File: src/jtp_pkg.sv
package jtp_pkg;

  // System clock and the fastest test clock the link may run at
  localparam int unsigned SYS_CLK_HZ = 200_000_000;
  localparam int unsigned TCK_MAX_HZ = 10_000_000;
  // Shortest test clock half period in system cycles, rounded down
  localparam int unsigned TCK_MIN_HALF_CYC = SYS_CLK_HZ / (2 * TCK_MAX_HZ);

  // Register widths
  localparam int IR_W = 4;
  localparam int DR_W = 32;

  // Instruction codes and capture/reset values
  localparam logic [IR_W-1:0] IR_BYPASS = 4'hF;
  localparam logic [IR_W-1:0] IR_IDCODE = 4'h1;
  localparam logic [IR_W-1:0] IR_RESET_VAL = IR_IDCODE;
  localparam logic [IR_W-1:0] IR_CAPTURE_VAL = 4'h1;
  // Identity value is arbitrary; bit 0 set as the scan standard expects
  localparam logic [DR_W-1:0] ID_CODE_VAL = 32'h0000_0001;
  localparam logic [DR_W-1:0] DR_RESET_VAL = 32'h0000_0000;

  // Controller states with the customary four-bit codes
  typedef enum logic [3:0] {
    ST_TLR = 4'hF,
    ST_RTI = 4'hC,
    ST_SEL_DR = 4'h7,
    ST_CAP_DR = 4'h6,
    ST_SH_DR = 4'h2,
    ST_EX1_DR = 4'h1,
    ST_PA_DR = 4'h3,
    ST_EX2_DR = 4'h0,
    ST_UPD_DR = 4'h5,
    ST_SEL_IR = 4'h4,
    ST_CAP_IR = 4'hE,
    ST_SH_IR = 4'hA,
    ST_EX1_IR = 4'h9,
    ST_PA_IR = 4'hB,
    ST_EX2_IR = 4'h8,
    ST_UPD_IR = 4'hD
  } jtp_state_t;

  // Raw test link inputs travel together
  typedef struct packed {
    logic tck;
    logic tms;
    logic tdi;
  } jtp_pins_t;

  // Observable controller state
  typedef struct packed {
    jtp_state_t state;
    logic [IR_W-1:0] instr;
  } jtp_status_t;

  // One controller step for a sampled mode select
  function automatic jtp_state_t jtp_next(input jtp_state_t st, input logic tms);
    jtp_state_t ns;
    ns = ST_TLR;
    case (st)
      ST_TLR: ns = tms ? ST_TLR : ST_RTI;
      ST_RTI: ns = tms ? ST_SEL_DR : ST_RTI;
      ST_SEL_DR: ns = tms ? ST_SEL_IR : ST_CAP_DR;
      ST_CAP_DR: ns = tms ? ST_EX1_DR : ST_SH_DR;
      ST_SH_DR: ns = tms ? ST_EX1_DR : ST_SH_DR;
      ST_EX1_DR: ns = tms ? ST_UPD_DR : ST_PA_DR;
      ST_PA_DR: ns = tms ? ST_EX2_DR : ST_PA_DR;
      ST_EX2_DR: ns = tms ? ST_UPD_DR : ST_SH_DR;
      ST_UPD_DR: ns = tms ? ST_SEL_DR : ST_RTI;
      ST_SEL_IR: ns = tms ? ST_TLR : ST_CAP_IR;
      ST_CAP_IR: ns = tms ? ST_EX1_IR : ST_SH_IR;
      ST_SH_IR: ns = tms ? ST_EX1_IR : ST_SH_IR;
      ST_EX1_IR: ns = tms ? ST_UPD_IR : ST_PA_IR;
      ST_PA_IR: ns = tms ? ST_EX2_IR : ST_PA_IR;
      ST_EX2_IR: ns = tms ? ST_UPD_IR : ST_SH_IR;
      ST_UPD_IR: ns = tms ? ST_SEL_DR : ST_RTI;
      default: ns = ST_TLR;
    endcase
    return ns;
  endfunction

endpackage

File: src/jtp_sync.sv
module jtp_sync (
  input wire logic clk_sys,
  input wire logic rst_b,
  input wire logic clk_en,
  input wire jtp_pkg::jtp_pins_t pins_in,
  output jtp_pkg::jtp_pins_t pins_sync
);
  import jtp_pkg::*;

  jtp_pins_t meta_ff;
  jtp_pins_t sync_ff;
  jtp_pins_t nxt_meta;
  jtp_pins_t nxt_sync;

  // First stage feeds only the second stage
  always_comb begin
    nxt_meta = pins_in;
    nxt_sync = meta_ff;
  end

  // Two-stage synchroniser; all three pins see equal latency
  always_ff @(posedge clk_sys) begin
    if (!rst_b) begin
      meta_ff <= '0;
      sync_ff <= '0;
    end else if (clk_en) begin
      meta_ff <= nxt_meta;
      sync_ff <= nxt_sync;
    end
  end

  assign pins_sync = sync_ff;

endmodule

File: src/jtp_tap_port.sv
// Operation
// - Test reset low forces controller reset immediately
// - Mode select sampled on test clock rise
// - Serial data shifted in on rise
// - Serial output changes on test clock fall
// - Mode select walks standard controller states
// - Serial output can float high impedance
module jtp_tap_port (
  input wire logic clk_sys,
  input wire logic rst_b,
  input wire logic clk_en,
  input wire logic tap_reset_n,
  input wire logic test_clock_in,
  input wire logic test_mode_select_in,
  input wire logic test_serial_in,
  output logic test_serial_out,
  output logic test_serial_out_oe_b,
  output jtp_pkg::jtp_status_t tap_status
);
  import jtp_pkg::*;

  jtp_pins_t pins_raw;
  jtp_pins_t pins_sync;
  logic tck_prev_ff;
  logic nxt_tck_prev;
  logic tck_rise;
  logic tck_fall;
  logic adv;
  logic fall_en;

  jtp_state_t state_ff;
  jtp_state_t nxt_state;
  logic [IR_W-1:0] ir_shift_ff;
  logic [IR_W-1:0] nxt_ir_shift;
  logic [IR_W-1:0] ir_ff;
  logic [IR_W-1:0] nxt_ir;
  logic [DR_W-1:0] dr_shift_ff;
  logic [DR_W-1:0] nxt_dr_shift;
  logic tdo_ff;
  logic nxt_tdo;
  logic oe_b_ff;
  logic nxt_oe_b;
  logic serial_src;
  logic in_shift;

  // Identity select is decoded at capture and at shift
  function automatic logic ident_sel(input logic [IR_W-1:0] code);
    return code == IR_IDCODE;
  endfunction

  // Link pins cross into the system clock here
  assign pins_raw = '{tck: test_clock_in, tms: test_mode_select_in, tdi: test_serial_in};

  jtp_sync u_sync (
    .clk_sys(clk_sys),
    .rst_b(rst_b),
    .clk_en(clk_en),
    .pins_in(pins_raw),
    .pins_sync(pins_sync)
  );

  // Edge finder on the synchronised test clock
  always_comb begin
    nxt_tck_prev = pins_sync.tck;
  end

  always_ff @(posedge clk_sys) begin
    if (!rst_b) begin
      tck_prev_ff <= 1'b0;
    end else if (clk_en) begin
      tck_prev_ff <= nxt_tck_prev;
    end
  end

  // Mode select and data share the clock's latency, so they are taken
  // with the edge; 10 MHz leaves ten system cycles per half period
  assign tck_rise = pins_sync.tck & ~tck_prev_ff;
  assign tck_fall = ~pins_sync.tck & tck_prev_ff;
  assign adv = clk_en & tck_rise;
  assign fall_en = clk_en & tck_fall;

  assign in_shift = (state_ff == ST_SH_DR) || (state_ff == ST_SH_IR);

  // Serial source: instruction shifter, or bit 0 of the data chain,
  // which serves both the identity value and the one-bit bypass
  always_comb begin
    if (state_ff == ST_SH_IR) begin
      serial_src = ir_shift_ff[0];
    end else begin
      serial_src = dr_shift_ff[0];
    end
  end

  // Controller next values
  always_comb begin
    nxt_state = state_ff;
    nxt_ir_shift = ir_shift_ff;
    nxt_ir = ir_ff;
    nxt_dr_shift = dr_shift_ff;
    nxt_tdo = tdo_ff;
    nxt_oe_b = oe_b_ff;
    if (adv) begin
      nxt_state = jtp_next(state_ff, pins_sync.tms);
      case (state_ff)
        ST_TLR: begin
          nxt_ir = IR_RESET_VAL;
        end
        ST_CAP_IR: begin
          nxt_ir_shift = IR_CAPTURE_VAL;
        end
        ST_SH_IR: begin
          nxt_ir_shift = {pins_sync.tdi, ir_shift_ff[IR_W-1:1]};
        end
        ST_UPD_IR: begin
          nxt_ir = ir_shift_ff;
        end
        ST_CAP_DR: begin
          nxt_dr_shift = ident_sel(ir_ff) ? ID_CODE_VAL : DR_RESET_VAL;
        end
        ST_SH_DR: begin
          // Bypass is a one-bit chain held in bit 0
          if (ident_sel(ir_ff)) begin
            nxt_dr_shift = {pins_sync.tdi, dr_shift_ff[DR_W-1:1]};
          end else begin
            nxt_dr_shift = {dr_shift_ff[DR_W-1:1], pins_sync.tdi};
          end
        end
        default: begin
          nxt_state = jtp_next(state_ff, pins_sync.tms);
        end
      endcase
    end
    // Output moves half a test clock after the rise, safe for the far end
    if (fall_en) begin
      nxt_tdo = in_shift ? serial_src : 1'b0;
      nxt_oe_b = ~in_shift;
    end
  end

  // Test reset acts without any clock; flops take constants only.
  // Its release is not synchronised, but nothing moves without a
  // test clock edge, which follows release by far more than a cycle.
  always_ff @(posedge clk_sys or negedge tap_reset_n) begin
    if (!tap_reset_n) begin
      state_ff <= ST_TLR;
      ir_shift_ff <= IR_CAPTURE_VAL;
      ir_ff <= IR_RESET_VAL;
      dr_shift_ff <= DR_RESET_VAL;
      tdo_ff <= 1'b0;
      oe_b_ff <= 1'b1;
    end else if (!rst_b) begin
      state_ff <= ST_TLR;
      ir_shift_ff <= IR_CAPTURE_VAL;
      ir_ff <= IR_RESET_VAL;
      dr_shift_ff <= DR_RESET_VAL;
      tdo_ff <= 1'b0;
      oe_b_ff <= 1'b1;
    end else if (clk_en) begin
      state_ff <= nxt_state;
      ir_shift_ff <= nxt_ir_shift;
      ir_ff <= nxt_ir;
      dr_shift_ff <= nxt_dr_shift;
      tdo_ff <= nxt_tdo;
      oe_b_ff <= nxt_oe_b;
    end
  end

  assign test_serial_out = tdo_ff;
  assign test_serial_out_oe_b = oe_b_ff;
  assign tap_status = '{state: state_ff, instr: ir_ff};

  // Checks
  jtp_state_t exp_state;
  assign exp_state = jtp_next(state_ff, pins_sync.tms);

  property p_tap_reset_holds;
    @(posedge clk_sys) disable iff (!rst_b)
      !tap_reset_n |-> (state_ff == ST_TLR) && oe_b_ff && (ir_ff == IR_RESET_VAL);
  endproperty
  a_tap_reset_holds: assert property (p_tap_reset_holds)
    else $error("Controller not held in reset by test reset");

  property p_step_on_rise;
    @(posedge clk_sys) disable iff (!rst_b)
      adv && tap_reset_n |=> !tap_reset_n || (state_ff == $past(exp_state));
  endproperty
  a_step_on_rise: assert property (p_step_on_rise)
    else $error("State did not follow sampled mode select");

  property p_still_without_rise;
    @(posedge clk_sys) disable iff (!rst_b)
      !adv && tap_reset_n |=> !tap_reset_n || $stable(state_ff);
  endproperty
  a_still_without_rise: assert property (p_still_without_rise)
    else $error("State moved without a test clock rise");

  property p_five_ones_reset;
    @(posedge clk_sys) disable iff (!rst_b || !tap_reset_n)
      adv && pins_sync.tms && (state_ff == ST_SEL_IR) |=> state_ff == ST_TLR;
  endproperty
  a_five_ones_reset: assert property (p_five_ones_reset)
    else $error("Mode select high from select-IR did not reach reset");

  property p_ir_shift_in;
    @(posedge clk_sys) disable iff (!rst_b)
      adv && tap_reset_n && (state_ff == ST_SH_IR)
      |=> !tap_reset_n || (ir_shift_ff[IR_W-1] == $past(pins_sync.tdi));
  endproperty
  a_ir_shift_in: assert property (p_ir_shift_in)
    else $error("Serial input not shifted into instruction register");

  property p_out_on_fall;
    @(posedge clk_sys) disable iff (!rst_b)
      tap_reset_n && $past(tap_reset_n) && $past(rst_b) && $changed(tdo_ff)
      |-> $past(fall_en);
  endproperty
  a_out_on_fall: assert property (p_out_on_fall)
    else $error("Serial output changed away from a falling edge");

  property p_float_outside_shift;
    @(posedge clk_sys) disable iff (!rst_b)
      fall_en && tap_reset_n && !in_shift |=> !tap_reset_n || oe_b_ff;
  endproperty
  a_float_outside_shift: assert property (p_float_outside_shift)
    else $error("Serial output driven outside a shift state");

  property p_drive_in_shift;
    @(posedge clk_sys) disable iff (!rst_b)
      fall_en && tap_reset_n && in_shift
      |=> !tap_reset_n || (!oe_b_ff && (tdo_ff == $past(serial_src)));
  endproperty
  a_drive_in_shift: assert property (p_drive_in_shift)
    else $error("Serial output not driven during shift");

endmodule
File: config.mk
export PLATFORM = sky130hd
export DESIGN_NAME = jtp_tap_port
export DESIGN_NICKNAME = d
export VERILOG_FILES = /design/src/jtp_pkg.sv /design/src/jtp_sync.sv /design/src/jtp_tap_port.sv
export SDC_FILE = /design/constraint.sdc
export NUM_CORES = 1
export LEC_CHECK = 0
export ABC_AREA = 0
export ABC_CLOCK_PERIOD_IN_PS = 3800
export BUFFER_PORTS_ARGS = -buffer_cell sky130_fd_sc_hd__buf_2
export CAP_MARGIN = 20
export CORE_MARGIN = 5
export CORE_UTILIZATION = 29
export CTS_CLUSTER_DIAMETER = 60
export DETAILED_ROUTE_END_ITERATION = 8
export MAX_ROUTING_LAYER = met4
export PLACE_DENSITY = 0.42
export SLEW_MARGIN = 5
export SYNTH_ARGS = -nofsm -noshare
export SYNTH_HDL_FRONTEND = slang
export SYNTH_HIERARCHICAL = 1
export SYNTH_SLANG_ARGS = --single-unit
File: constraint.sdc
create_clock -name clk_sys -period 3.8 [get_ports clk_sys]
set_clock_uncertainty 0.05 [all_clocks]
set_input_delay 0.76 -clock clk_sys [delete_from_list [all_inputs] [get_ports clk_sys]]
set_output_delay 0.76 -clock clk_sys [all_outputs]
set_load 0.03 [all_outputs]
==> impl_metrics.json <==
{
  "p_per_area_nw_per_um2": 340.3,
  "worst_hold_path_type": "flop to flop",
  "synth_most_common_cell": "dfrtp_1",
  "syn_nets": 267,
  "drive_above_1_share_pct": 14.77,
  "drt.antenna.violating_nets": 0,
  "yosysWarnings": 6,
  "syn_to_final_growth_pct": 7.603,
  "gp_congestion": 0.6984,
  "yosys.area_share.simple_pct": 18.14,
  "crit_chain": "buf_2 -> nand3b_1 -> or2_1 -> buf_16 -> o21ai_1 -> a21boi_1",
  "clkLatencyLatePin_ns": 0.30,
  "grtUsageTotal_pct": 11.09,
  "holdPathStages": 2,
  "ctsHoldBuffers": 0,
  "whs_ns": 0.4549,
  "multi_input_area_um2": 1127,
  "htree_levels": 2,
  "drv_slew": 0,
  "synth-xor-area-share_pct": 0,
  "synth_area_um2": 2600,
  "post-cts-setup-buffers": 0,
  "cpPeakStageDelay_ns": 0.52,
  "drcViolationCount": 0,
  "period_needed_ns": 2.196,
  "start_util_pct": 29.81,
  "crit_end": "dr_shift_ff[31]",
  "r2r_slack_ns": 1.67,
  "synth_area_leader_cell": "dfrtp_1",
  "seq_area_frac_synth_pct": 50.00,
  "ys_async_sr_fraction_pct": 86.79,
  "crit_type": "primary input to flop",
  "grt_pass1_vias": 1898,
  "synth_top_family_by_area": "compound AO/OA/AOI/OAI gates",
  "vias_per_cell": 5.132,
  "antenna_found_initial": 0,
  "critical-path-top-delay-family": "simple AND/OR/NAND/NOR gates",
  "p_total_mw": 0.9521,
  "synth_compound_area_share_pct": 20.21,
  "cts_resized": 0,
  "core_um2": 8721,
  "cts.sinks": 53,
  "synthCells": 260,
  "cp_num_cells": 6,
  "first_pass_iters": 6,
  "hold_viol": 0,
  "r2r_cells": 6,
  "status": "completed",
  "ys_ff_latch": 53,
  "synth_area_leaders": "dfrtp_1 38%, a22oi_1 8.7%, dfstp_2 7.1%",
  "fin_ws_ns": 1.604,
  "finalSetupViolations": 0,
  "hpwlAfterDp_um": 3303,
  "grt_max_degree": 41,
  "max_slew_margin_pct": 42.64,
  "final_cell_area_um2": 2798,
  "yosys.area_share.adder_pct": 0,
  "fillers": 878,
  "synth_area_per_cell_um2": 10.00,
  "clockBufferDepth": 2,
  "cts_tree": "built",
  "synth_top_area_share_pct": 37.54,
  "wl_per_cell_um": 15.27,
  "critical_path.startpoint_type": "primary input",
  "cap_violations": 0,
  "worstPathArrival_ns": 2.34,
  "synth_common_cells": "39 x dfrtp_1, 32 x nand3_1, 31 x o21ai_1, 30 x a22oi_1, 15 x nor2b_1",
  "wl_um": 5682,
  "worstPathRequired_ns": 3.95,
  "fin_nets": 270,
  "port-buffer-count": 16,
  "via_count": 1909,
  "fin_crit_sh_pct": 57.79,
  "drtIter0Drc": 89,
  "cp_slowest_cell": "or2_1",
  "dpl-instance-area_um2": 2684,
  "fin_tns_setup_ns": 0,
  "ctsRootBufferMaster": "clkbuf_8",
  "regArea_um2": 1300,
  "preCtsSetupSlack_ns": 0.9823,
  "die_y_um": 104.7,
  "max_freq_mhz": 455.4,
  "cp-end-kind": "flop",
  "muxShareOfSynthArea_pct": 5.005,
  "dieArea_um2": 10960,
  "num_rows": 34,
  "worstMarginPinSlew_ns": 0.8603,
  "die_w_um": 104.7,
  "ys.flop_type": "dfrtp_1",
  "synth_edf_count": 0,
  "r2r-start": "ir_ff[0]",
  "rr_endpoint": "dr_shift_ff[11]",
  "critPathLaunch": "clk_en",
  "irDropWorstVdd_mv": 0.1309,
  "cts-buffers-inserted": 5,
  "total_leakage_power_nw": 1.074,
  "antenna_cells": 0,
  "rsz0062_at_grt": "no",
  "grt-ovfl-total": 0,
  "io_pins": 17,
  "cp_max_fo": 25,
  "synth.distinct_cells": 36,
  "cp_num_buf_inv": 2,
  "clkTransAtPathRegs_ns": 0.09,
  "grt_first_pass_wirelength_um": 9867
}
## logic make-up after synthesis
logic type             after synthesis
AOI/OAI and AO/OA                   85
buffers and inverters               27
DFF                                 53
muxes                               13
and+or+nand+nor                     82
## state kept, by name, indices dropped and copies added (netlist names)
signal and cells:
u_sync/pins_sync 3, test_serial_out_oe_b 1, ir_shift_ff 4, dr_shift_ff 32, test_serial_out 1, state_ff 4, tck_prev_ff 1, u_sync/meta_ff 3
ir_ff 4
## area by class of cell
type / instances / area share, %
clock inverters: 3 / 0.6261
well taps: 108 / 4.830
flip-flops and latches: 53 / 46.47
clock buffers: 5 / 2.460
repair buffers: 22 / 5.188
multi-input cells: 180 / 40.30
inverters: 1 / 0.1342
## power breakdown
group / internal (mW) / switching (mW) / total, mW
Combinational: 0.0172 / 0.0374 / 0.0545
Clock: 0.128 / 0.191 / 0.319
Sequential: 0.569 / 0.00931 / 0.578
Total: 0.714 / 0.238 / 0.952
## per-layer routing
layer / global-route usage (%) / vias up / routed length [µm]
met5: - / - / 0
met4: 2.740 / 0 / 47
li1: - / 953 / -
met2: 16.15 / 28 / 2530
met1: 15.88 / 923 / 2906
met3: 2.158 / 5 / 197
## stage by stage
stage | utilization, % | std cells
2_1_floorplan | - | 260
3_3_place_gp | 30.77 | 363
3_5_place_dp | 30.77 | 363
4_1_cts | 31.76 | 371
5_1_grt | 32.08 | 372
6_report | 32.08 | 372
## worst min-delay path by stage
stage                          from                    to
6_report       test_serial_out_oe_b  test_serial_out_oe_b
3_3_place_gp   test_serial_out_oe_b  test_serial_out_oe_b
4_1_cts        test_serial_out_oe_b  test_serial_out_oe_b
2_1_floorplan           tap_reset_n        dr_shift_ff[0]
3_5_place_dp   test_serial_out_oe_b  test_serial_out_oe_b
5_1_grt              dr_shift_ff[0]        dr_shift_ff[0]
## tightest hold or removal path: stages, from the launching register on
cell and delay, ns:
dfstp_2 0.38, nand2_1 0.05, o211ai_1 0.08
## cell usage in the layout, fill, tap and decap left out, drive strengths merged, types with 2 or more instances in the layout
| cell | n |
|---|---|
| nor3 | 2 |
| mux2i | 13 |
| nand2 | 8 |
| buf | 22 |
| nor2 | 7 |
| dfrtp | 39 |
| nand2b | 3 |
| nand3 | 32 |
| clkinv | 3 |
| clkbuf | 5 |
| a22oi | 30 |
| nand3b | 5 |
| dfstp | 7 |
| o21ai | 42 |
| nor4 | 2 |
| a21oi | 4 |
| dfxtp | 7 |
| nor3b | 2 |
| nor2b | 15 |
| a21boi | 5 |
(Power assumes the default switching activity.)
